<file path="config.mk">
export PLATFORM = sky130hd
export DESIGN_NAME = adcct_regs
export DESIGN_NICKNAME = d
export VERILOG_FILES = /design/src/hw/adcct_pkg.sv /design/src/hw/adcct_regs.sv
export SDC_FILE = /design/constraint.sdc
export NUM_CORES = 1
export LEC_CHECK = 0
export ABC_CLOCK_PERIOD_IN_PS = 13100
export BUFFER_PORTS_ARGS = -buffer_cell sky130_fd_sc_hd__buf_4
export CORE_ASPECT_RATIO = 1.2
export CORE_MARGIN = 5
export CORE_UTILIZATION = 45
export DETAILED_ROUTE_END_ITERATION = 8
export PLACE_DENSITY = 0.7
export SLEW_MARGIN = 5
export SYNTH_ARGS = -nofsm -noshare
export SYNTH_HDL_FRONTEND = slang
export SYNTH_SLANG_ARGS = --single-unit
</file>
<file path="constraint.sdc">
create_clock -name CLK_SYS -period 13.1 [get_ports CLK_SYS]
set_input_delay 2.62 -clock CLK_SYS [delete_from_list [all_inputs] [get_ports CLK_SYS]]
set_output_delay 2.62 -clock CLK_SYS [all_outputs]
set_load 0.005 [all_outputs]
</file>
<file path="src/hw/adcct_pkg.sv">
// constants, field layout and carrier types of the converter computation registers
// assumes a single 125 MHz system clock and an 8-bit register port
package adcct_pkg;

  typedef logic [4:0] adcct_addr_type;

  // register indices
  localparam adcct_addr_type A_CON0 = 5'h00;
  localparam adcct_addr_type A_CON1 = 5'h01;
  localparam adcct_addr_type A_CON2 = 5'h02;
  localparam adcct_addr_type A_CON3 = 5'h03;
  localparam adcct_addr_type A_ACT = 5'h04;
  localparam adcct_addr_type A_ACCH = 5'h05;
  localparam adcct_addr_type A_ACCL = 5'h06;
  localparam adcct_addr_type A_PREVH = 5'h07;
  localparam adcct_addr_type A_PREVL = 5'h08;
  localparam adcct_addr_type A_RESH = 5'h09;
  localparam adcct_addr_type A_RESL = 5'h0A;
  localparam adcct_addr_type A_STAT = 5'h0B;
  localparam adcct_addr_type A_CLK = 5'h0C;
  localparam adcct_addr_type A_REF = 5'h0D;
  localparam adcct_addr_type A_CAP = 5'h0E;
  localparam adcct_addr_type A_PRE = 5'h0F;
  localparam adcct_addr_type A_ACQ = 5'h10;
  localparam adcct_addr_type A_PCH = 5'h11;
  localparam adcct_addr_type A_CNT = 5'h12;
  localparam adcct_addr_type A_RPT = 5'h13;
  localparam adcct_addr_type A_LTHL = 5'h14;
  localparam adcct_addr_type A_LTHH = 5'h15;
  localparam adcct_addr_type A_UTHL = 5'h16;
  localparam adcct_addr_type A_UTHH = 5'h17;
  localparam adcct_addr_type A_STPTL = 5'h18;
  localparam adcct_addr_type A_STPTH = 5'h19;
  localparam adcct_addr_type A_FLTRL = 5'h1A;
  localparam adcct_addr_type A_FLTRH = 5'h1B;
  localparam adcct_addr_type A_ERRL = 5'h1C;
  localparam adcct_addr_type A_ERRH = 5'h1D;
  localparam adcct_addr_type A_ISTAT = 5'h1E;
  localparam adcct_addr_type A_IMASK = 5'h1F;

  // field positions
  localparam int FRM_BIT = 2;
  localparam int PSIS_BIT = 7;
  localparam int CRS_HI = 6;
  localparam int CRS_LO = 4;
  localparam int ACLR_BIT = 3;
  localparam int MD_HI = 2;
  localparam int MD_LO = 0;
  localparam int CALC_HI = 6;
  localparam int CALC_LO = 4;
  localparam int TMD_HI = 2;
  localparam int TMD_LO = 0;
  localparam int ST_AOV = 7;
  localparam int ST_UTHR = 6;
  localparam int ST_LTHR = 5;
  localparam int ST_MATH = 4;
  localparam int INT_DONE = 0;
  localparam int INT_THR = 1;
  localparam int RES_W = 10;
  localparam int PAD_W = 6;

  localparam logic [7:0] CNT_MAX = 8'hFF;
  localparam logic [7:0] CNT_ONE = 8'h01;
  localparam logic [7:0] LOW5_MASK = 8'h1F;

  // averaging modes
  localparam logic [2:0] MD_BASIC = 3'h0;
  localparam logic [2:0] MD_ACCUM = 3'h1;
  localparam logic [2:0] MD_AVG = 3'h2;
  localparam logic [2:0] MD_BURST = 3'h3;
  localparam logic [2:0] MD_LPF = 3'h4;

  // error formulas
  localparam logic [2:0] CALC_RES_PREV = 3'h0;
  localparam logic [2:0] CALC_RES_SET = 3'h1;
  localparam logic [2:0] CALC_FLT_SET = 3'h2;
  localparam logic [2:0] CALC_FLT_PREV = 3'h3;

  // threshold interrupt modes
  localparam logic [2:0] TMD_NEVER = 3'h0;
  localparam logic [2:0] TMD_BELOW = 3'h1;
  localparam logic [2:0] TMD_NOT_BELOW = 3'h2;
  localparam logic [2:0] TMD_OUTSIDE = 3'h3;
  localparam logic [2:0] TMD_INSIDE = 3'h4;
  localparam logic [2:0] TMD_NOT_ABOVE = 3'h5;
  localparam logic [2:0] TMD_ABOVE = 3'h6;

  typedef struct packed {
    adcct_addr_type addr;
    logic [7:0] wdata;
    logic wr;
    logic rd;
  } adcct_bus_type;

  typedef struct packed {
    logic start;
    logic done;
    logic [RES_W-1:0] result;
  } adcct_conv_type;

  typedef struct packed {
    logic [7:0] con0, con1, con2, con3, act, clk, refs, cap, pre, acq, pch, cnt, rpt;
    logic [RES_W-1:0] res;
    logic [15:0] acc, prev, stpt, lth, uth, err, fltr;
    logic aov, uthr, lthr, math;
    logic [1:0] istat, imask;
    logic irq;
    logic [7:0] rdata;
  } adcct_state_type;

  localparam adcct_state_type STATE_RST = '0;

endpackage

</file>
<file path="src/hw/adcct_regs.sv">
// computation register set of the converter: previous result, accumulator,
// filter, error, thresholds, trigger select and interrupt status
// assumes CONV start/done pulses come from logic on CLK_SYS
//
// Functional notes
// - prev_source_select=1: previous result takes filter output at conversion start.
// - prev_source_select=0: previous result takes conversion result at conversion start.
// - with select 0, previous result justified like conversion result per result_format.
// - 16-bit accumulator as high/low bytes, top bit is the sign.
// - 16-bit writable setpoint, an operand of the error in some modes.
// - 16-bit error, formula chosen by three-bit error_calc_select.
// - error compared to lower/upper thresholds updates below/above flags.
// - threshold_int_mode decides whether a comparison raises the interrupt.
// - five-bit auto trigger select, reset zero, bits 7-5 read zero.
// - filter output is accumulator shifted right, or low-pass output in LPF.
// - conversion counter counts triggers and saturates at its maximum.
`timescale 1ns/100ps
`default_nettype none

module adcct_regs (
  input wire logic CLK_SYS,
  input wire logic RST,
  input wire adcct_pkg::adcct_bus_type BUS,
  input wire adcct_pkg::adcct_conv_type CONV,
  output logic [7:0] RDATA,
  output logic [4:0] TRIG_SEL,
  output logic IRQ
);

  adcct_pkg::adcct_state_type q, d;

  // ==========================================================
  // helpers
  function automatic logic [15:0] fmt_res(input logic [adcct_pkg::RES_W-1:0] r,
                                          input logic frm);
    fmt_res = frm ? {{adcct_pkg::PAD_W{1'b0}}, r} : {r, {adcct_pkg::PAD_W{1'b0}}};
  endfunction

  logic [2:0] md, calc, tmd, crs;
  logic frm, psis;
  logic [15:0] res_ext, acc_base, acc_n, fltr_n, err_n, prev_expect, res_fmt;
  logic [16:0] sum17;
  logic check, below, above, hit;
  logic wr_hit_res, wr_hit_acc;

  assign md = q.con2[adcct_pkg::MD_HI:adcct_pkg::MD_LO];
  assign crs = q.con2[adcct_pkg::CRS_HI:adcct_pkg::CRS_LO];
  assign psis = q.con2[adcct_pkg::PSIS_BIT];
  assign calc = q.con3[adcct_pkg::CALC_HI:adcct_pkg::CALC_LO];
  assign tmd = q.con3[adcct_pkg::TMD_HI:adcct_pkg::TMD_LO];
  assign frm = q.con0[adcct_pkg::FRM_BIT];
  assign res_fmt = fmt_res(q.res, frm);
  assign prev_expect = psis ? q.fltr : res_fmt;

  // ==========================================================
  // computation on conversion done
  always_comb begin
    res_ext = {{adcct_pkg::PAD_W{1'b0}}, CONV.result};
    // average modes restart after each completed check
    acc_base = ((md == adcct_pkg::MD_AVG || md == adcct_pkg::MD_BURST) && q.math)
               ? '0 : q.acc;
    sum17 = {acc_base[15], acc_base} + {1'b0, res_ext};
    if (md == adcct_pkg::MD_LPF) begin
      sum17 = sum17 - {q.acc[15], 16'($signed(q.acc) >>> crs)};
    end
    acc_n = (md == adcct_pkg::MD_BASIC) ? q.acc : sum17[15:0];
    fltr_n = 16'($signed(acc_n) >>> crs);
    case (calc)
      adcct_pkg::CALC_RES_PREV: err_n = res_ext - q.prev;
      adcct_pkg::CALC_RES_SET: err_n = res_ext - q.stpt;
      adcct_pkg::CALC_FLT_SET: err_n = fltr_n - q.stpt;
      adcct_pkg::CALC_FLT_PREV: err_n = fltr_n - q.prev;
      default: err_n = res_ext - q.stpt;
    endcase
    check = (md == adcct_pkg::MD_BASIC) || (md == adcct_pkg::MD_ACCUM) ||
            (q.cnt >= q.rpt);
    below = $signed(err_n) < $signed(q.lth);
    above = $signed(err_n) > $signed(q.uth);
    case (tmd)
      adcct_pkg::TMD_NEVER: hit = 1'b0;
      adcct_pkg::TMD_BELOW: hit = below;
      adcct_pkg::TMD_NOT_BELOW: hit = !below;
      adcct_pkg::TMD_OUTSIDE: hit = below || above;
      adcct_pkg::TMD_INSIDE: hit = !below && !above;
      adcct_pkg::TMD_NOT_ABOVE: hit = !above;
      adcct_pkg::TMD_ABOVE: hit = above;
      default: hit = 1'b1;
    endcase
  end

  assign wr_hit_res = BUS.wr && (BUS.addr == adcct_pkg::A_RESH ||
                                 BUS.addr == adcct_pkg::A_RESL);
  assign wr_hit_acc = BUS.wr && (BUS.addr == adcct_pkg::A_ACCH ||
                                 BUS.addr == adcct_pkg::A_ACCL);

  // ==========================================================
  // next state
  always_comb begin
    logic [1:0] iset;
    logic [1:0] iclr;
    iset = '0;
    iclr = '0;
    d = q;
    d.rdata = '0;

    // conversion start counts a trigger and snapshots the previous value
    if (CONV.start) begin
      d.cnt = (q.cnt == adcct_pkg::CNT_MAX) ? q.cnt : q.cnt + adcct_pkg::CNT_ONE;
      if ((md == adcct_pkg::MD_AVG || md == adcct_pkg::MD_BURST) && q.math) begin
        d.cnt = adcct_pkg::CNT_ONE;
      end
      d.prev = prev_expect;
    end

    if (CONV.done) begin
      d.res = CONV.result;
      d.acc = acc_n;
      d.aov = q.aov || (md != adcct_pkg::MD_BASIC && (sum17[16] != sum17[15]));
      d.fltr = fltr_n;
      d.err = err_n;
      d.math = check;
      iset[adcct_pkg::INT_DONE] = 1'b1;
      if (check) begin
        d.lthr = below;
        d.uthr = above;
        iset[adcct_pkg::INT_THR] = hit;
      end
    end

    // register writes; error, filter and previous result are not written
    if (BUS.wr) begin
      case (BUS.addr)
        adcct_pkg::A_CON0: d.con0 = BUS.wdata;
        adcct_pkg::A_CON1: d.con1 = BUS.wdata;
        adcct_pkg::A_CON2: begin
          d.con2 = BUS.wdata;
          d.con2[adcct_pkg::ACLR_BIT] = 1'b0;
          if (BUS.wdata[adcct_pkg::ACLR_BIT]) begin
            d.acc = '0;
            d.cnt = '0;
            d.aov = 1'b0;
            d.math = 1'b0;
          end
        end
        adcct_pkg::A_CON3: d.con3 = BUS.wdata;
        adcct_pkg::A_ACT: d.act = BUS.wdata & adcct_pkg::LOW5_MASK;
        adcct_pkg::A_ACCH: d.acc[15:8] = BUS.wdata;
        adcct_pkg::A_ACCL: d.acc[7:0] = BUS.wdata;
        adcct_pkg::A_RESH: begin
          if (frm) begin
            d.res[adcct_pkg::RES_W-1:8] = BUS.wdata[1:0];
          end else begin
            d.res[adcct_pkg::RES_W-1:2] = BUS.wdata;
          end
        end
        adcct_pkg::A_RESL: begin
          if (frm) begin
            d.res[7:0] = BUS.wdata;
          end else begin
            d.res[1:0] = BUS.wdata[7:6];
          end
        end
        adcct_pkg::A_CLK: d.clk = BUS.wdata;
        adcct_pkg::A_REF: d.refs = BUS.wdata;
        adcct_pkg::A_CAP: d.cap = BUS.wdata & adcct_pkg::LOW5_MASK;
        adcct_pkg::A_PRE: d.pre = BUS.wdata;
        adcct_pkg::A_ACQ: d.acq = BUS.wdata;
        adcct_pkg::A_PCH: d.pch = BUS.wdata;
        adcct_pkg::A_CNT: d.cnt = BUS.wdata;
        adcct_pkg::A_RPT: d.rpt = BUS.wdata;
        adcct_pkg::A_LTHL: d.lth[7:0] = BUS.wdata;
        adcct_pkg::A_LTHH: d.lth[15:8] = BUS.wdata;
        adcct_pkg::A_UTHL: d.uth[7:0] = BUS.wdata;
        adcct_pkg::A_UTHH: d.uth[15:8] = BUS.wdata;
        adcct_pkg::A_STPTL: d.stpt[7:0] = BUS.wdata;
        adcct_pkg::A_STPTH: d.stpt[15:8] = BUS.wdata;
        adcct_pkg::A_ISTAT: iclr = BUS.wdata[1:0];
        adcct_pkg::A_IMASK: d.imask = BUS.wdata[1:0];
        default: d.imask = d.imask;
      endcase
    end

    // set wins over a write-one clear in the same cycle
    d.istat = (q.istat & ~iclr) | iset;
    d.irq = |(d.istat & d.imask);

    if (BUS.rd) begin
      case (BUS.addr)
        adcct_pkg::A_CON0: d.rdata = q.con0;
        adcct_pkg::A_CON1: d.rdata = q.con1;
        adcct_pkg::A_CON2: d.rdata = q.con2;
        adcct_pkg::A_CON3: d.rdata = q.con3;
        adcct_pkg::A_ACT: d.rdata = q.act;
        adcct_pkg::A_ACCH: d.rdata = q.acc[15:8];
        adcct_pkg::A_ACCL: d.rdata = q.acc[7:0];
        adcct_pkg::A_PREVH: d.rdata = q.prev[15:8];
        adcct_pkg::A_PREVL: d.rdata = q.prev[7:0];
        adcct_pkg::A_RESH: d.rdata = res_fmt[15:8];
        adcct_pkg::A_RESL: d.rdata = res_fmt[7:0];
        adcct_pkg::A_STAT: begin
          d.rdata[adcct_pkg::ST_AOV] = q.aov;
          d.rdata[adcct_pkg::ST_UTHR] = q.uthr;
          d.rdata[adcct_pkg::ST_LTHR] = q.lthr;
          d.rdata[adcct_pkg::ST_MATH] = q.math;
        end
        adcct_pkg::A_CLK: d.rdata = q.clk;
        adcct_pkg::A_REF: d.rdata = q.refs;
        adcct_pkg::A_CAP: d.rdata = q.cap;
        adcct_pkg::A_PRE: d.rdata = q.pre;
        adcct_pkg::A_ACQ: d.rdata = q.acq;
        adcct_pkg::A_PCH: d.rdata = q.pch;
        adcct_pkg::A_CNT: d.rdata = q.cnt;
        adcct_pkg::A_RPT: d.rdata = q.rpt;
        adcct_pkg::A_LTHL: d.rdata = q.lth[7:0];
        adcct_pkg::A_LTHH: d.rdata = q.lth[15:8];
        adcct_pkg::A_UTHL: d.rdata = q.uth[7:0];
        adcct_pkg::A_UTHH: d.rdata = q.uth[15:8];
        adcct_pkg::A_STPTL: d.rdata = q.stpt[7:0];
        adcct_pkg::A_STPTH: d.rdata = q.stpt[15:8];
        adcct_pkg::A_FLTRL: d.rdata = q.fltr[7:0];
        adcct_pkg::A_FLTRH: d.rdata = q.fltr[15:8];
        adcct_pkg::A_ERRL: d.rdata = q.err[7:0];
        adcct_pkg::A_ERRH: d.rdata = q.err[15:8];
        adcct_pkg::A_ISTAT: d.rdata[1:0] = q.istat;
        adcct_pkg::A_IMASK: d.rdata[1:0] = q.imask;
        default: d.rdata = '0;
      endcase
    end
  end

  always_ff @(posedge CLK_SYS or posedge RST) begin
    if (RST) begin
      q <= adcct_pkg::STATE_RST;
    end else begin
      q <= d;
    end
  end

  assign RDATA = q.rdata;
  assign TRIG_SEL = q.act[4:0];
  assign IRQ = q.irq;

  logic quiet;
  assign quiet = !BUS.wr;
endmodule

`default_nettype wire

</file>
# After elaboration in Yosys (flattened, before gate mapping)

Index checks and enable logic that the tools add are counted.

$add $sub $neg: 7
$lt $le $gt $ge: 3
Equality and inequality tests: 45
Shift operators: 2
Multiplexer cells: 42
Bitwise operators: 4
Reduce and logical (&&, ||, !) cells: 35

Operators with widths:

| kind                                                | number |
|---|---|
| one-hot mux 4 bit (30 select lines)                 | 1 |
| equality test 5 bit, second input constant          | 16 |
| two-way mux 16 bit                                  | 5 |
| one-hot mux 2 bit (31 select lines)                 | 1 |
| one-hot mux 2 bit (29 select lines)                 | 1 |
| two-way mux 8 bit                                   | 6 |
| one-hot mux 16 bit (3 select lines)                 | 1 |
| one-hot mux 8 bit (2 select lines)                  | 3 |
| two-way mux 42 bit                                  | 1 |
| equality test 5 x 4 -> 1 bit, second input constant | 8 |
| AND reduction 2 bit                                 | 19 |
| >>> shifter 16 x 3 -> 16 bit                        | 2 |
| subtractor 10 x 16 -> 16 bit                        | 2 |
| subtractor 16 bit                                   | 2 |
| two-way mux 26 bit                                  | 1 |
| equality test 5 x 3 -> 1 bit, second input constant | 4 |
| equality test 3 x 2 -> 1 bit, second input constant | 6 |
| two-way mux 2 bit                                   | 9 |
| adder 16 x 11 -> 17 bit                             | 1 |
| two-way mux 17 bit                                  | 1 |
| subtractor 17 bit                                   | 1 |
| > comparator 16 bit                                 | 1 |
| less-than comparator 16 bit                         | 1 |
| equality test 3 bit, second input constant          | 4 |
| 22 further kinds                                    | 41 |

Register bits: 236
Input bits: 29
Output and inout port bits: 14
Word-level logic and storage cells: 170

# Logic depth before layout (Yosys ltp)

Depth after elaboration: 20
Mapped depth: 45
Mapped depth without buffers: 42

# Least setup slack after synthesis

Ideal clock, no wire load.

Path type: input to register
Start: in CONV[0] (netlist name)
End: reg q, in the netlist IRQ
Setup time: 0.087 ns
Arrival: 9.778 ns
Required time: 13.013 ns
Setup slack: 3.235 ns
Stages on the path: 40
Path buffers: 0
Path through: ha_1 > fa_1 > a21o_1 > and3_1 > o21ai_0 > a21oi_1 > or3_1 > and2_1 > ha_1 > inv_1 > xnor2_1 > a211oi_1 > a31o_2 > or2_2 > o211ai_1 > o21ai_0 > mux2_2 > fa_1 > [4 not listed] > o21bai_1 > a21oi_1 > o21bai_1 > a21oi_1 > xnor2_1 > nor2_1 > a21oi_1 > ha_1 > a21o_1 > a21oi_1 > nor2b_1 > o21ai_0 > o211ai_1 > o21ai_0 > nand2_1 > a2111oi_0 > nor4b_1 > o211ai_1

RTL lines:

| element              | RTL line          | text |
|---|---|---|
| from (decl)          | adcct_regs.sv:24  | `input wire adcct_pkg::adcct_conv_type CONV,` |
| to (signal assigned) | adcct_regs.sv:233 | `q <= adcct_pkg::STATE_RST;` |
| to (decl)            | adcct_regs.sv:30  | `adcct_pkg::adcct_state_type q, d;` |

==> results.toml <==
[die]
dieHeight_um = 224.0
num_io_pins = 43
rows = 78
core_area_um2 = 37770
dieArea_um2 = 42180
chipWidth_um = 188.3
start_util_pct = 45.46

[power]
irDropWorstVdd_uv = 122.7
power_frac_comb_pct = 58.0
p_int_mw = 2.601
leakage_nw = 8.241
p_clk_share_pct = 16.6
p_sw_share_pct = 47.43
power_mw = 4.949
p_sw_mw = 2.347
p_per_area_nw_per_um2 = 263.7
pwr-share-seq_pct = 25.4

[setup_path]
crit-reg2reg-launch = "md[1]"
critPathMostFrequentCell = "a21oi_1"
path_max_fanout = 7
crit_slowest_cell = "fa_1"
cp_data_required_time_ps = 13520
end_kind = "register"
crit_type = "primary input to register"
cp-start-kind = "primary input"
max_stage_delay_ps = 440
critPathArrivalTime_ps = 11400
r2r_end = "IRQ"
reg2reg_depth = 38
regToRegSetupSlack_ps = 3080

[synth]
synth.avg_cell_area_um2 = 9.187
synth_enable_flop_cells = 0
synthMuxAreaShare_pct = 16.24
synth_simple_gate_area_share_pct = 14.34
ys_async_sr_fraction_pct = 100.0
ys_warn_count = 0
synth_nets = 1992
synth_xor_area_share_pct = 1.836
synth_compound_area_share_pct = 21.36
postSynthCellCount = 1869
syn_area_um2 = 17170
ys.flop_type = "dfrtp_1"
ys_ff_latch = 236
synth_top_family_by_area = "compound AO/OA/AOI/OAI gates"
seq_area_frac_synth_pct = 34.39
ys_types = 87
synth-adder-area-share_pct = 7.025

[drt]
routed-wl-met3_mm = 6.004
ant_nets = 0
drtPass1Iterations = 8
drt_iter0_drc = 2181
drc_errors = 0
routed-wl-met2_mm = 31.62
met1_length_mm = 25.99
routed_wl_mm = 68.67
highest_layer = "met4"
wl_per_cell_um = 29.17
vias = 15790
routed_via_density = 6.709

[clocking]
path_clk_slew_ps = 70
cts.sinks = 236
cts_buffers = 26
cts-root-buf = "clkbuf_16"
htree_levels = 1
holdBufCountCts = 0
ctsResizeCount = 0
postCtsSetupBuffers = 0
clk_latency_ps = 560
cts_tree = "done"
cts.path.max_buffers = 3

[min_path]
min-delay-path-class = "register to register"
min_from = "q[33]"
hold_end = "q[33]"
hold_path_depth = 2

[final_layout]
multiInputGateArea_um2 = 10450
seq_area_um2 = 5907
synthToLayoutAreaGrowth_pct = 9.283
layout_commonest_cell = "dfrtp_1"
final_cell_mix = "dfrtp_1 (235), mux2_2 (173), nand2_1 (155)"
diodes = 0
fillers = 3507
fin_nets = 1977
drive_gt1_share_pct = 17.08
postLayoutCoreUtil_pct = 49.68

[timing]
hold_ws_ps = 488.8
slew_headroom_pct = 12.07
fin_ws_ps = 2125
finalMaxSlewViolations = 0
hold_violations = 0
rsz0062_at_grt = "no"
fin_crit_ps = 10980
fmax_mhz = 91.12
skew_ps = 28.38
tightestPinTransition_ps = 1286
finalSetupViolCount = 0
tns_ps = 0
finalCritPeriodShare_pct = 83.78

[status]
outcome = "finished, final reports clean"

[global_route]
grt_pass1_wl_mm = 101.4
grt_overflow = 0
grt_max_degree = 98
first_global_vias = 15270
track_usage_pct = 31.60
antenna_found_initial = 0

[place]
pre_cts_ws_ps = 1625
dpl.hpwl_mm = 51.21
port_buffers = 42
gp_congestion = 1.017

[job]
max_cap_violations = 0
## state kept, by name, indices dropped and copies added (netlist names)
signal    flops
q           211
RDATA         8
crs           3
frm           1
md            3
psis          1
TRIG_SEL      5
calc          3
IRQ           1
## area by class of cell
type / instances / area share (%)
clock inverters: 18 / 1.347
well taps: 480 / 3.201
flip-flops and latches: 236 / 31.48
inverters: 90 / 1.840
repair buffers: 67 / 2.681
clock buffers: 30 / 3.761
multi-input cells: 1433 / 55.69
## per-layer routing
layer | track usage (%) | vias to the layer above
li1 | - | 6899
met1 | 40.35 | 7679
met2 | 51.43 | 962
met3 | 4.785 | 253
met4 | 17.85 | 0
met5 | 0 | -
## worst max path at each step
stage | startpoint | depth (start not counted) | to
after floorplan | CONV[0] | 40 | IRQ
after detailed placement | CONV[0] | 37 | IRQ
after CTS | CONV[0] | 37 | IRQ
after global placement | CONV[0] | 37 | IRQ
after global routing | CONV[0] | 37 | q[12]
final | CONV[0] | 37 | IRQ
## critical path: cells and delay by family
kind | cells | cell delay [ps]
AO/OA/AOI/OAI | 20 | 4250
adder cells (fa/ha/maj) | 5 | 1770
AND/OR/NAND/NOR | 6 | 1530
multiplexers | 2 | 570
XOR/XNOR | 2 | 440
buffers and inverters | 2 | 210
## synth_stat cells, drive strengths merged, types with 35 or more instances
cell type / instances / area [µm²]
a21oi: 100 / 511.8
a221oi: 35 / 312.8
a22o: 36 / 315.3
a22oi: 39 / 292.8
clkbuf: 86 / 325.3
dfrtp: 236 / 5906
ha: 90 / 1126
inv: 88 / 330.3
mux2: 174 / 1963
mux2i: 73 / 734.5
nand2: 155 / 581.8
nand3: 47 / 235.2
nor2: 146 / 548.0
o21ai: 127 / 635.6
## through the flow
stage / std cells / instance area, µm²
detailed placement: 2306 / 17810
global route: 2354 / 18760
finish: 2354 / 18760
global placement: 2306 / 17810
floorplan: 1869 / 17170
CTS: 2354 / 18760
## power groups by stage
stage          sequential (mW)  clock [mW]  combinational (mW)
3_3_place_gp              1.24           0                2.75
4_1_cts                   1.23       0.823                2.82
3_5_place_dp              1.24           0                2.80
6_report                  1.26       0.819                2.87
5_1_grt                   1.25       0.853                3.15
2_1_floorplan             1.04           0                2.16
## logic make-up after synthesis
| logic type | count (synthesis) |
|---|---|
| and+or+nand+nor | 517 |
| adders and majority gates | 94 |
| AOI/OAI and AO/OA | 535 |
| buffers and inverters | 200 |
| muxes | 251 |
| DFF | 236 |
| xor gates and xnor gates | 36 |
Note: power is estimated with default switching activity, not from simulation.
